<file path="src/hdl/cdf_consts.svh">
// Offsets, field positions, reset values and widths for the divide and fault slice
// Assumes inclusion by bare name from the package and the modules
`ifndef CDF_CONSTS_SVH
`define CDF_CONSTS_SVH

`define CDF_ADDR_W 8
`define CDF_OFS_CFG 8'h00
`define CDF_OFS_STAT 8'h04
`define CDF_OFS_CLR 8'h08
`define CDF_OFS_EN 8'h0c
`define CDF_OFS_EVT 8'h10

`define CDF_BIT_THREAD 0
`define CDF_BIT_SWTRIG 1
`define CDF_BIT_MISALIGN 3
`define CDF_BIT_DIV0 4
`define CDF_BIT_BFIGN 8
`define CDF_BIT_STACK_ALIGN_SEL 9
`define CDF_CFG_MASK 32'h0000_031b
`define CDF_CFG_RESET 32'h0000_0000

`define CDF_IRQ_W 5
`define CDF_IRQ_DIV0 0
`define CDF_IRQ_MISALIGN 1
`define CDF_IRQ_LOCKUP 2
`define CDF_IRQ_BFIGN 3
`define CDF_IRQ_SWDENY 4

`define CDF_PSR_ALIGN_BIT 9
`define CDF_DIV_STEPS 6'h20

`endif

</file>
<file path="src/hdl/cdf_pkg.sv">
// Types shared by the divide and fault slice
// Assumes the constants header is on the include path
`include "cdf_consts.svh"

package cdf_pkg;

  typedef enum logic [1:0] {
    CDF_DV_IDLE = 2'b00,
    CDF_DV_RUN = 2'b01,
    CDF_DV_DONE = 2'b10
  } cdf_dv_state_t;

  typedef struct packed {
    logic is_signed;
    logic has_rd;
    logic [3:0] rd;
    logic [3:0] rn;
    logic [31:0] dividend;
    logic [31:0] divisor;
    logic [3:0] flags;
  } cdf_div_req_t;

  typedef struct packed {
    logic [3:0] wr_idx;
    logic [31:0] quotient;
    logic [3:0] flags;
  } cdf_div_rsp_t;

  typedef struct packed {
    logic [31:0] addr;
    logic [1:0] size;
    logic multi;
  } cdf_mem_acc_t;

  typedef struct packed {
    logic [31:0] sp;
    logic psr_align;
  } cdf_stack_t;

endpackage : cdf_pkg

</file>
<file path="src/hdl/cdf_divider.sv">
// Iterative radix-2 divider, one quotient bit per clock
// Assumes start is given only while idle and a nonzero divisor
`timescale 1ns/1ps

module cdf_divider
  import cdf_pkg::*;
(
  input wire logic clk_i,
  input wire logic rst_i,
  input wire logic start_i,
  input wire logic is_signed_i,
  input wire logic [31:0] dividend_i,
  input wire logic [31:0] divisor_i,
  output logic busy_o,
  output logic done_o,
  output logic [31:0] quot_o
);

  function automatic logic [31:0] mag32(input logic [31:0] v, input logic sgn);
    mag32 = (sgn && v[31]) ? (~v + 32'h0000_0001) : v;
  endfunction : mag32

  cdf_dv_state_t st_r, st_nxt;
  logic [5:0] cnt_r, cnt_nxt;
  logic [32:0] rem_r, rem_nxt;
  logic [31:0] quo_r, quo_nxt;
  logic [31:0] dvs_r, dvs_nxt;
  logic neg_r, neg_nxt;
  logic [32:0] trial;

  //////////////////////////////////////////////////////////////////////////////
  always_comb
  begin
    st_nxt = st_r;
    cnt_nxt = cnt_r;
    rem_nxt = rem_r;
    quo_nxt = quo_r;
    dvs_nxt = dvs_r;
    neg_nxt = neg_r;
    trial = {rem_r[31:0], quo_r[31]} - {1'b0, dvs_r};
    unique case (st_r)
      CDF_DV_IDLE:
      begin
        if (start_i)
        begin
          // Work on magnitudes so the result truncates toward zero
          quo_nxt = mag32(dividend_i, is_signed_i);
          dvs_nxt = mag32(divisor_i, is_signed_i);
          neg_nxt = is_signed_i && (dividend_i[31] ^ divisor_i[31]);
          rem_nxt = 33'h0_0000_0000;
          cnt_nxt = `CDF_DIV_STEPS;
          st_nxt = CDF_DV_RUN;
        end
      end
      CDF_DV_RUN:
      begin
        if (!trial[32])
        begin
          rem_nxt = trial;
          quo_nxt = {quo_r[30:0], 1'b1};
        end
        else
        begin
          rem_nxt = {rem_r[31:0], quo_r[31]};
          quo_nxt = {quo_r[30:0], 1'b0};
        end
        cnt_nxt = cnt_r - 6'h01;
        if (cnt_r == 6'h01)
          st_nxt = CDF_DV_DONE;
      end
      CDF_DV_DONE:
      begin
        // Remainder is simply dropped; only the quotient is kept
        quo_nxt = neg_r ? (~quo_r + 32'h0000_0001) : quo_r;
        st_nxt = CDF_DV_IDLE;
      end
      default:
        st_nxt = CDF_DV_IDLE;
    endcase
  end

  always_ff @(posedge clk_i)
  begin
    if (rst_i)
    begin
      st_r <= CDF_DV_IDLE;
      cnt_r <= 6'h00;
      rem_r <= 33'h0_0000_0000;
      quo_r <= 32'h0000_0000;
      dvs_r <= 32'h0000_0000;
      neg_r <= 1'b0;
    end
    else
    begin
      st_r <= st_nxt;
      cnt_r <= cnt_nxt;
      rem_r <= rem_nxt;
      quo_r <= quo_nxt;
      dvs_r <= dvs_nxt;
      neg_r <= neg_nxt;
    end
  end

  assign busy_o = (st_r != CDF_DV_IDLE);
  assign done_o = (st_r == CDF_DV_DONE);
  assign quot_o = quo_nxt;

endmodule : cdf_divider

</file>
<file path="src/hdl/cdf_core.sv">
// Divide unit, send-event hint and configuration-and-control register slice
// Assumes one core clock, synchronous reset and a classic Wishbone master
//
// Chosen here: the Wishbone slave port and the address map.
`timescale 1ns/1ps

`include "cdf_consts.svh"

module cdf_core
(
  input wire logic clk_i,
  input wire logic rst_i,
  // Wishbone slave
  input wire logic wb_cyc_i,
  input wire logic wb_stb_i,
  input wire logic wb_we_i,
  input wire logic [`CDF_ADDR_W-1:0] wb_adr_i,
  input wire logic [3:0] wb_sel_i,
  input wire logic [31:0] wb_dat_i,
  output logic [31:0] wb_dat_o,
  output logic wb_ack_o,
  // Divide
  input wire logic div_req_valid_i,
  input wire cdf_pkg::cdf_div_req_t div_req_i,
  output logic div_req_ready_o,
  output logic div_rsp_valid_o,
  output cdf_pkg::cdf_div_rsp_t div_rsp_o,
  output logic div0_fault_o,
  // Send event
  input wire logic sev_i,
  input wire logic event_clear_i,
  output logic sev_out_o,
  output logic event_reg_o,
  // Exception entry and return
  input wire logic exc_entry_i,
  input wire logic exc_return_i,
  input wire cdf_pkg::cdf_stack_t stack_i,
  input wire logic ret_to_thread_i,
  input wire logic nested_active_i,
  output logic stack_valid_o,
  output cdf_pkg::cdf_stack_t stack_o,
  output logic thread_entry_fault_o,
  // Faults and access checks
  input wire logic dbus_fault_i,
  input wire logic hiprio_i,
  input wire logic acc_valid_i,
  input wire cdf_pkg::cdf_mem_acc_t acc_i,
  input wire logic swtrig_wr_i,
  input wire logic swtrig_priv_i,
  output logic busfault_o,
  output logic lockup_o,
  output logic usage_fault_o,
  output logic swtrig_ok_o,
  output logic irq_o
);

  import cdf_pkg::*;

  function automatic logic misaligned(input cdf_mem_acc_t a);
    unique case (a.size)
      2'b01: misaligned = a.addr[0];
      2'b10: misaligned = a.addr[1:0] != 2'b00;
      2'b11: misaligned = a.addr[1:0] != 2'b00;
      default: misaligned = 1'b0;
    endcase
  endfunction : misaligned

  //////////////////////////////////////////////////////////////////////////////
  // Register state
  logic [31:0] cfg_r, cfg_nxt;
  logic [`CDF_IRQ_W-1:0] stat_r, stat_nxt;
  logic [`CDF_IRQ_W-1:0] en_r, en_nxt;
  logic [31:0] rdat_r, rdat_nxt;
  logic ack_r, ack_nxt;
  logic [`CDF_IRQ_W-1:0] evt_set;
  logic wr_go;
  logic event_r, event_nxt;
  logic lockup_r, lockup_nxt;
  logic lockup_o_q;

  assign wr_go = wb_cyc_i && wb_stb_i && wb_we_i && ack_r;

  always_comb
  begin
    cfg_nxt = cfg_r;
    en_nxt = en_r;
    stat_nxt = stat_r;
    rdat_nxt = rdat_r;
    ack_nxt = wb_cyc_i && wb_stb_i && !ack_r;
    if (wr_go)
    begin
      unique case (wb_adr_i)
        `CDF_OFS_CFG:
        begin
          for (int b = 0; b < 4; b++)
          begin
            if (wb_sel_i[b])
              cfg_nxt[b*8 +: 8] = wb_dat_i[b*8 +: 8];
          end
          cfg_nxt = cfg_nxt & `CDF_CFG_MASK;
        end
        `CDF_OFS_EN:
          if (wb_sel_i[0])
            en_nxt = wb_dat_i[`CDF_IRQ_W-1:0];
        `CDF_OFS_CLR:
          if (wb_sel_i[0])
            stat_nxt = stat_r & ~wb_dat_i[`CDF_IRQ_W-1:0];
        default:
          ;
      endcase
    end
    // New events win over a clear in the same cycle
    stat_nxt = stat_nxt | evt_set;
    if (wb_cyc_i && wb_stb_i && !ack_r && !wb_we_i)
    begin
      unique case (wb_adr_i)
        `CDF_OFS_CFG: rdat_nxt = cfg_r & `CDF_CFG_MASK;
        `CDF_OFS_STAT: rdat_nxt = {{(32-`CDF_IRQ_W){1'b0}}, stat_r};
        `CDF_OFS_EN: rdat_nxt = {{(32-`CDF_IRQ_W){1'b0}}, en_r};
        `CDF_OFS_EVT: rdat_nxt = {30'h0, lockup_r, event_r};
        default: rdat_nxt = 32'h0000_0000;
      endcase
    end
    else if (!ack_r)
      rdat_nxt = 32'h0000_0000;
  end

  always_ff @(posedge clk_i)
  begin
    if (rst_i)
    begin
      cfg_r <= `CDF_CFG_RESET;
      stat_r <= '0;
      en_r <= '0;
      rdat_r <= 32'h0000_0000;
      ack_r <= 1'b0;
    end
    else
    begin
      cfg_r <= cfg_nxt;
      stat_r <= stat_nxt;
      en_r <= en_nxt;
      rdat_r <= rdat_nxt;
      ack_r <= ack_nxt;
    end
  end

  assign wb_ack_o = ack_r;
  assign wb_dat_o = rdat_r;
  assign irq_o = |(stat_r & en_r);

  //////////////////////////////////////////////////////////////////////////////
  // Divide control
  cdf_dv_state_t dv_r, dv_nxt;
  cdf_div_rsp_t rsp_r, rsp_nxt;
  logic rsp_v_r, rsp_v_nxt;
  logic d0f_r, d0f_nxt;
  logic dv_start, dv_busy, dv_done;
  logic [31:0] dv_quot;
  logic div_take, div_zero;

  assign div_take = div_req_valid_i && (dv_r == CDF_DV_IDLE);
  assign div_zero = div_req_i.divisor == 32'h0000_0000;
  assign dv_start = div_take && !div_zero;

  always_comb
  begin
    dv_nxt = dv_r;
    rsp_nxt = rsp_r;
    rsp_v_nxt = 1'b0;
    d0f_nxt = 1'b0;
    unique case (dv_r)
      CDF_DV_IDLE:
      begin
        if (div_take)
        begin
          // Register index is used as given; stack pointer and pc are never named
          rsp_nxt.wr_idx = div_req_i.has_rd ? div_req_i.rd : div_req_i.rn;
          rsp_nxt.flags = div_req_i.flags;
          if (div_zero && cfg_r[`CDF_BIT_DIV0])
            d0f_nxt = 1'b1;
          else if (div_zero)
          begin
            rsp_nxt.quotient = 32'h0000_0000;
            rsp_v_nxt = 1'b1;
          end
          else
            dv_nxt = CDF_DV_RUN;
        end
      end
      CDF_DV_RUN:
      begin
        if (dv_done)
        begin
          rsp_nxt.quotient = dv_quot;
          rsp_v_nxt = 1'b1;
          dv_nxt = CDF_DV_IDLE;
        end
      end
      default:
        dv_nxt = CDF_DV_IDLE;
    endcase
  end

  always_ff @(posedge clk_i)
  begin
    if (rst_i)
    begin
      dv_r <= CDF_DV_IDLE;
      rsp_r <= '0;
      rsp_v_r <= 1'b0;
      d0f_r <= 1'b0;
    end
    else
    begin
      dv_r <= dv_nxt;
      rsp_r <= rsp_nxt;
      rsp_v_r <= rsp_v_nxt;
      d0f_r <= d0f_nxt;
    end
  end

  cdf_divider u_div (
    .clk_i(clk_i),
    .rst_i(rst_i),
    .start_i(dv_start),
    .is_signed_i(div_req_i.is_signed),
    .dividend_i(div_req_i.dividend),
    .divisor_i(div_req_i.divisor),
    .busy_o(dv_busy),
    .done_o(dv_done),
    .quot_o(dv_quot)
  );

  assign div_req_ready_o = (dv_r == CDF_DV_IDLE) && !dv_busy;
  assign div_rsp_valid_o = rsp_v_r;
  assign div_rsp_o = rsp_r;
  assign div0_fault_o = d0f_r;

  //////////////////////////////////////////////////////////////////////////////
  // Send event; no flag state lives here, so the flags cannot change
  logic sev_r, sev_nxt;

  always_comb
  begin
    sev_nxt = sev_i;
    event_nxt = event_r;
    if (event_clear_i)
      event_nxt = 1'b0;
    // A hint in the clearing cycle still leaves the register set
    if (sev_i)
      event_nxt = 1'b1;
  end

  always_ff @(posedge clk_i)
  begin
    if (rst_i)
    begin
      event_r <= 1'b0;
      sev_r <= 1'b0;
    end
    else
    begin
      event_r <= event_nxt;
      sev_r <= sev_nxt;
    end
  end

  assign sev_out_o = sev_r;
  assign event_reg_o = event_r;

  //////////////////////////////////////////////////////////////////////////////
  // Exception entry and return stack handling
  cdf_stack_t stk_r, stk_nxt;
  logic stk_v_r, stk_v_nxt;
  logic thr_f_r, thr_f_nxt;

  always_comb
  begin
    stk_nxt = stk_r;
    stk_v_nxt = 1'b0;
    thr_f_nxt = 1'b0;
    if (exc_entry_i)
    begin
      // Eight-byte mode pads one word when the frame would land misaligned
      if (cfg_r[`CDF_BIT_STACK_ALIGN_SEL] && stack_i.sp[2])
      begin
        stk_nxt.sp = {stack_i.sp[31:3], 3'b000};
        stk_nxt.psr_align = 1'b1;
      end
      else
      begin
        stk_nxt.sp = {stack_i.sp[31:2], 2'b00};
        stk_nxt.psr_align = 1'b0;
      end
      stk_v_nxt = 1'b1;
    end
    else if (exc_return_i)
    begin
      stk_nxt.sp = stack_i.psr_align ? (stack_i.sp + 32'h0000_0004) : stack_i.sp;
      stk_nxt.psr_align = stack_i.psr_align;
      stk_v_nxt = 1'b1;
      // Thread return with handlers still active is refused unless enabled
      thr_f_nxt = ret_to_thread_i && nested_active_i && !cfg_r[`CDF_BIT_THREAD];
    end
  end

  always_ff @(posedge clk_i)
  begin
    if (rst_i)
    begin
      stk_r <= '0;
      stk_v_r <= 1'b0;
      thr_f_r <= 1'b0;
    end
    else
    begin
      stk_r <= stk_nxt;
      stk_v_r <= stk_v_nxt;
      thr_f_r <= thr_f_nxt;
    end
  end

  assign stack_o = stk_r;
  assign stack_valid_o = stk_v_r;
  assign thread_entry_fault_o = thr_f_r;

  //////////////////////////////////////////////////////////////////////////////
  // Bus fault, access alignment and software trigger checks
  logic bf_r, bf_nxt;
  logic uf_r, uf_nxt;
  logic swok_r, swok_nxt;
  logic bf_ign, mis_fault, sw_deny;

  assign bf_ign = dbus_fault_i && hiprio_i && cfg_r[`CDF_BIT_BFIGN];
  // Multi-register transfers move words, so they check word alignment
  assign mis_fault = acc_valid_i &&
                     (acc_i.multi ? (acc_i.addr[1:0] != 2'b00) : misaligned(acc_i)) &&
                     (acc_i.multi || acc_i.size == 2'b11 || cfg_r[`CDF_BIT_MISALIGN]);
  assign sw_deny = swtrig_wr_i && !swtrig_priv_i && !cfg_r[`CDF_BIT_SWTRIG];

  always_comb
  begin
    // Lock-up holds until reset; software cannot recover a locked core
    lockup_nxt = lockup_r || (dbus_fault_i && hiprio_i && !cfg_r[`CDF_BIT_BFIGN]);
    bf_nxt = dbus_fault_i && !hiprio_i;
    uf_nxt = mis_fault;
    swok_nxt = swtrig_wr_i && !sw_deny;
  end

  always_ff @(posedge clk_i)
  begin
    if (rst_i)
    begin
      lockup_r <= 1'b0;
      bf_r <= 1'b0;
      uf_r <= 1'b0;
      swok_r <= 1'b0;
    end
    else
    begin
      lockup_r <= lockup_nxt;
      bf_r <= bf_nxt;
      uf_r <= uf_nxt;
      swok_r <= swok_nxt;
    end
  end

  assign lockup_o = lockup_r;
  assign busfault_o = bf_r;
  assign usage_fault_o = uf_r;
  assign swtrig_ok_o = swok_r;

  always_comb
  begin
    evt_set = '0;
    evt_set[`CDF_IRQ_DIV0] = d0f_r;
    evt_set[`CDF_IRQ_MISALIGN] = uf_r;
    evt_set[`CDF_IRQ_LOCKUP] = lockup_r && !lockup_o_q;
    evt_set[`CDF_IRQ_BFIGN] = bf_ign;
    evt_set[`CDF_IRQ_SWDENY] = sw_deny;
  end

  always_ff @(posedge clk_i)
  begin
    if (rst_i)
      lockup_o_q <= 1'b0;
    else
      lockup_o_q <= lockup_r;
  end

endmodule : cdf_core

</file>
<file path="config.mk">
export PLATFORM = sky130hd
export DESIGN_NAME = cdf_core
export DESIGN_NICKNAME = d
export VERILOG_FILES = /design/src/hdl/cdf_pkg.sv /design/src/hdl/cdf_divider.sv /design/src/hdl/cdf_core.sv
export VERILOG_INCLUDE_DIRS = /design/src /design/src/hdl
export SDC_FILE = /design/constraint.sdc
export NUM_CORES = 1
export LEC_CHECK = 0
export BUFFER_PORTS_ARGS = -buffer_cell sky130_fd_sc_hd__clkbuf_2
export CAP_MARGIN = 20
export CORE_ASPECT_RATIO = 1.75
export CORE_MARGIN = 2
export CORE_UTILIZATION = 55
export CTS_CLUSTER_DIAMETER = 80
export DETAILED_ROUTE_END_ITERATION = 16
export PLACE_DENSITY = 0.82
export SYNTH_ARGS = -nofsm -noshare
export SYNTH_HDL_FRONTEND = slang
export SYNTH_HIERARCHICAL = 1
export SYNTH_SLANG_ARGS = --single-unit
</file>
<file path="constraint.sdc">
create_clock -name clk_i -period 3.7 [get_ports clk_i]
set_input_delay 0 -clock clk_i [delete_from_list [all_inputs] [get_ports clk_i]]
set_output_delay 0 -clock clk_i [all_outputs]
set_load 0.005 [all_outputs]
</file>
Yosys cells after proc, flatten, opt, wreduce, memory -nomap -nowiden
Cells that the tools add are included.

storage, ports and cells
  register bits after elaboration = 240
  input port bits = 207
  output and inout port bits = 118
  logic and storage cells = 174

operators by class
  $add $sub $neg = 6
  equal/unequal tests = 19
  multiplexer cells = 47
  bitwise operators = 11
  reduce and logical (&&, ||, !) cells = 62

operator list
  kind                                                             number
  32-bit two-way mux                                               12
  32-bit case mux with 2 select lines                              2
  32-bit by 1-bit adder with 32-bit output, second input constant  3
  32-bit inverter                                                  3
  32-bit case mux with 3 select lines                              1
  33-bit two-way mux                                               2
  10-bit case mux with 4 select lines                              1
  36-bit two-way mux                                               1
  33-bit by 32-bit subtractor with 33-bit output                   1
  32-bit by 3-bit adder with 32-bit output, second input constant  1
  32-bit zero test                                                 1
  1-bit logical AND                                                25
  8-bit by 4-bit == test with 1-bit output, second input constant  2
  5-bit two-way mux                                                3
  2-bit two-way mux                                                6
  2-bit != test, second input constant                             6
  6-bit case mux with 2 select lines                               1
  2-bit nonzero test                                               6
  1-bit zero test                                                  11
  1-bit two-way mux                                                11
  5-bit bitwise AND                                                2
  3-bit AND reduction                                              3
  8-bit by 3-bit == test with 1-bit output, second input constant  1
  8-bit by 5-bit == test with 1-bit output, second input constant  1
  22 further kinds                                                 39

Logic depth before layout (Yosys ltp)
  depth after elaboration = 7
  mapped depth = 15
  gate-level depth less buffers = 14

Cells and area by module
The synthesis kept the hierarchy.

by module, submodules not included
  module       instances  cells an instance  area an instance (sq um)  sequential area each (sq um)
  cdf_divider  1          1126               8405.6                    2102.0
  cdf_core     1          550                4963.5                    2182.1

Worst setup path before layout
Ideal clock, no wire load.

  path type = reg-to-reg
  start point = register u_div.quo_r[31]
  end point = register u_div.rem_r[8]
  setup time = 0.091 ns
  data arrival time = 3.048 ns
  data required time = 3.609 ns
  path slack = 0.561 ns
  stages on the path, launching flop included = 14
  path buffers = 0
  clock period less this slack = 3.139 ns
  path through = dfxtp_1 inv_1 ha_1 inv_1 fa_1 a21o_1 a221oi_2 o31ai_2 o211ai_2 o21ai_2 a221oi_4 xor2_2 or3_2 a311oi_1

on the way
  cells in the longest elaborated chain, start to end = 3

ends and longest elaborated chain
  element                                         line               RTL
  start, declared                                 cdf_divider.sv:26  logic [31:0] quo_r, quo_nxt;
  start signal, assigned                          cdf_divider.sv:98  quo_r <= quo_nxt;
  33-bit by 32-bit subtractor with 33-bit output  cdf_divider.sv:40  trial = {rem_r[31:0], quo_r[31]} - {1'b0, dvs_r};
  32-bit two-way mux                              cdf_divider.sv:57  if (!trial[32])
  32-bit case mux with 2 select lines             cdf_divider.sv:41  unique case (st_r)
  end signal, assigned                            cdf_divider.sv:97  rem_r <= rem_nxt;
  end, declared                                   cdf_divider.sv:25  logic [32:0] rem_r, rem_nxt;

Every way passes these cells.
A chain may end at the register's enable or synchronous reset.

Worst setup path in the final report
  start point = input div_req_i[8] in the netlist's numbering
  end point = register u_div.dvs_r[29]

on the way
  cells in the longest elaborated chain, start to end = 4
  elaborated cells between the ends (all ways) = 7
  those cells by class = add/sub (1); mux (1); bitwise (1); reduce/logical (4)

ends and longest elaborated chain
  element                                                                           line               RTL
  start, declared                                                                   cdf_core.sv:24     input wire cdf_pkg::cdf_div_req_t div_req_i,
  branches (longest 4 deep; another with 32-bit by 1-bit adder with 32-bit output)  --
  end signal, assigned                                                              cdf_divider.sv:99  dvs_r <= dvs_nxt;
  end, declared                                                                     cdf_divider.sv:27  logic [31:0] dvs_r, dvs_nxt;

Parallel ways; which one is timed is not known.

==> flow_metrics.tcl <==
set metrics [dict create \
    synth-warning-count 6 \
    power.switching_uw 2410 \
    grt.overflow.total 0 \
    cellLeakagePower_uw 0.00683 \
    row_count 75 \
    cp.depth 12 \
    cellInternalPower_uw 4760 \
    status "completed" \
    die_w_um 122 \
    grt_pass1_wl_um 70800 \
    port_buffers 242 \
    holdPathStages 4 \
    syn_avg_cell_area_um2 7.98 \
    ys_seq_elements 214 \
    coreArea_mm2 0.0239 \
    drive_gt1_share_pct 17.5 \
    fill_cells 1881 \
    ir_drop_mv 0.342 \
    synthFlopType "dfxtp_1" \
    dieArea_mm2 0.0256 \
    ant_nets 0 \
    antenna_found_initial 1 \
    clk_pin_slew_worst_paths_ns 0.07 \
    path_buf_inv 3 \
    finalMaxSlewViolations 0 \
    die_y_um 210 \
    synth.cell_area_mm2 0.0134 \
    dp_cells 2146 \
    setup_viol 0 \
    fin_skew_ns 0.0146 \
    worst_setup_path_start_kind "primary input" \
    synth-edff-count 0 \
    clk_latency_ns 0.51 \
    path_delay_family "simple AND/OR/NAND/NOR gates" \
    min_period_ns 3.57 \
    cp.arrival_ns 3.97 \
    track_usage_pct 33.8 \
    cts.sinks 214 \
    drt_wl_total_um 44300 \
    crit_chain "dlygate4sd3_1, clkbuf_2, nor4_2, or4b_1, nor4_4, nand2_1, nor3_2, nand3b_1, o41ai_1, xor2_1, dlygate4sd3_1, a211oi_1" \
    seq_area_mm2 0.00429 \
    fin_util_pct 70.0 \
    clock.fmax_mhz 280 \
    worst_pin_slew_ns 1.03 \
    critPathRequiredTime_ns 4.10 \
    clock_path_buffers 3 \
    syn_inst 1676 \
    dr.pass1.iters 8 \
    cts_buffers 21 \
    dpl_cell_area_mm2 0.0147 \
    hold_violations 0 \
    netSwitchingFraction_pct 33.6 \
    fin_nets 2238 \
    wl_per_cell_um 19.1 \
    globalplace.congestion 0.952 \
    cp_max_fo 4 \
    synth_cell_types 92 \
    ff2ff_path_depth 14 \
    grt_pass1_vias 14461 \
    slowest_delay_ns 0.64 \
    multiInputGateArea_mm2 0.00833 \
    viasPerCell 6.26 \
    rsz0062_at_grt "true" \
    synth_top_cell_by_area "dfxtp_1" \
    ys_async_sr_fraction_pct 0 \
    cp_common_cell "dlygate4sd3_1" \
    pwr-share-comb_pct 31.5 \
    final_area_mm2 0.0167 \
    synthTopCellsByArea "dfxtp_1 32%, nor2_1 4.8%, a21oi_1 4.4%" \
    start_util_pct 55.9 \
    maxCapViolations 0 \
    seq_power_share_pct 36.5 \
    drt-initial-drc-count 1269 \
    grt_max_degree 75 \
    worstSetupPathType "in2reg" \
    area_growth_pct 25.3 \
    period_share_pct 96.6 \
    cts.htree.levels 1 \
    hold_ws_ns 0.0112 \
    io-pin-count 325 \
    relSlewSlack_pct 31.2 \
    stdcell_count 2315 \
    num_vias 14485 \
    crit_path_end_kind "flop" \
    p_per_area_mw_per_mm2 428 \
    cts-root-buf "clkbuf_16" \
    crit_slowest_cell "or4b_1" \
    dp_hpwl_um 30100 \
    cts_tree "done" \
    report.power.total_uw 7170 \
    post-route-drc-count 0 \
    yosysTopAreaCellShare_pct 32.0 \
    p_clk_share_pct 32.0 \
    min_path_type "in2reg" \
    seq_area_frac_synth_pct 32.0 \
]
## final timing paths
| kind | end | startpoint | slack [ns] |
|---|---|---|---|
| max | u_div/dvs_r[29] | div_req_i[8] | 0.13 |
| min | div_rsp_o[28] | div_req_i[60] | 0.01 |
| max reg2reg | u_div/rem_r[8] | u_div/quo_r[31] | 0.18 |
| min reg2reg | u_div/dvs_r[31] | u_div/dvs_r[31] | 0.47 |
## cells by family after synthesis
group | share of synthesized area (%)
buffers and inverters | 6.56
adders and majority gates | 3.71
xor gates and xnor gates | 6.99
DFF | 32.0
AOI/OAI and AO/OA | 25.8
muxes | 2.75
other | 0.0280
and+or+nand+nor | 22.1
## registers in the layout, indices dropped and copies added (netlist names), 2 cells and up
| register | count |
|---|---|
| u_div/rem_r | 32 |
| en_r | 5 |
| div_rsp_o | 40 |
| u_div/quo_r | 32 |
| stat_r | 5 |
| u_div/cnt_r | 6 |
| u_div/st_r | 2 |
| cfg_r | 6 |
| wb_dat_o | 7 |
| u_div/dvs_r | 32 |
| stack_o | 33 |
## final cells by class
cell class | count | share of cell area (%)
inverter | 64 | 1.43
tap | 308 | 2.30
multi-input combinational | 1287 | 49.8
timing repair buffer | 404 | 16.6
antenna | 1 | 0.0149
clock inverter | 10 | 0.844
clock buffer | 27 | 3.45
sequential | 214 | 25.6
## cell usage in the layout (no fill, tap or decap), types with 11 or more instances in the layout
cell / netlist / routed
clkbuf_2: 0 / 241
dfxtp_1: 214 / 213
nor2_1: 172 / 172
dlygate4sd3_1: 0 / 131
nand2_1: 119 / 119
a21oi_1: 117 / 117
o21ai_0: 87 / 87
inv_1: 63 / 63
a211oi_1: 55 / 55
xnor2_1: 55 / 55
xor2_1: 48 / 48
ha_1: 38 / 38
a311oi_1: 39 / 37
a22o_1: 36 / 36
nor4_1: 34 / 34
nand4_1: 32 / 32
nor2b_1: 33 / 32
mux2i_1: 30 / 30
nor3_1: 30 / 30
buf_4: 26 / 29
nand2b_1: 27 / 27
o31ai_1: 25 / 25
conb_1: 1 / 25
nand3_1: 23 / 23
a31oi_1: 21 / 21
clkbuf_16: 0 / 21
a21o_1: 20 / 20
or3_1: 19 / 19
o22ai_1: 16 / 16
or4_1: 15 / 15
and4_1: 12 / 12
a32oi_1: 12 / 12
and2_1: 12 / 11
## synth_stat cells, types with 9 or more instances
library cell / number
or4_1: 15
nor3_1: 30
inv_1: 63
and4_1: 12
nand2_1: 119
buf_1: 12
a32oi_1: 12
nor4_1: 34
clkbuf_1: 93
a211oi_1: 55
o31ai_1: 25
a21oi_1: 117
o22ai_1: 16
a22o_1: 36
and2_1: 12
buf_4: 26
or3_1: 19
nand4_1: 32
a311oi_1: 39
o211ai_1: 9
a21o_1: 20
o21ai_0: 87
or2_2: 9
a31oi_1: 21
nor2_1: 172
nor2b_1: 33
ha_1: 38
xnor2_1: 55
mux2i_1: 30
nand2b_1: 27
dfxtp_1: 214
xor2_1: 48
nand3_1: 23
## power groups by stage
stage / logic, µW / clock network (µW) / registers, µW
6_report: 2260 / 2300 / 2610
5_1_grt: 2460 / 2390 / 2630
4_1_cts: 2190 / 2310 / 2600
3_5_place_dp: 2070 / 0 / 2650
3_3_place_gp: 2030 / 0 / 2650
2_1_floorplan: 1520 / 0 / 2610
## metal layers
metal / wire [µm] / vias up / global-route usage [%]
li1: - / 6765 / -
met3: 2850 / 186 / 5.33
met1: 15900 / 6875 / 36.2
met4: 2680 / 0 / 19.3
met2: 22900 / 659 / 61.7
met5: 0 / - / 0
## metrics by stage
stage	setup WS (ns)	setup TNS [ns]
floorplan	0.561	0
global placement	0.317	0
detailed placement	0.220	0
CTS	0.191	0
global route	-0.0196	-0.0196
finish	0.127	0
## tightest hold or removal path: cells and delay by family
kind                      cells  cell delay [ns]
AOI/OAI and AO/OA             2             0.32
xor gates and xnor gates      1             0.08
buffers and inverters         1             0.10
## timing repair
item                                    4_1_cts  5_1_grt
gates resized for setup                       0        4
endpoints found under the hold margin       105        0
endpoints found under the setup margin        0        4
hold buffers                                131        0
setup buffers                                 0        0
Power figures use the tool's default switching activity.
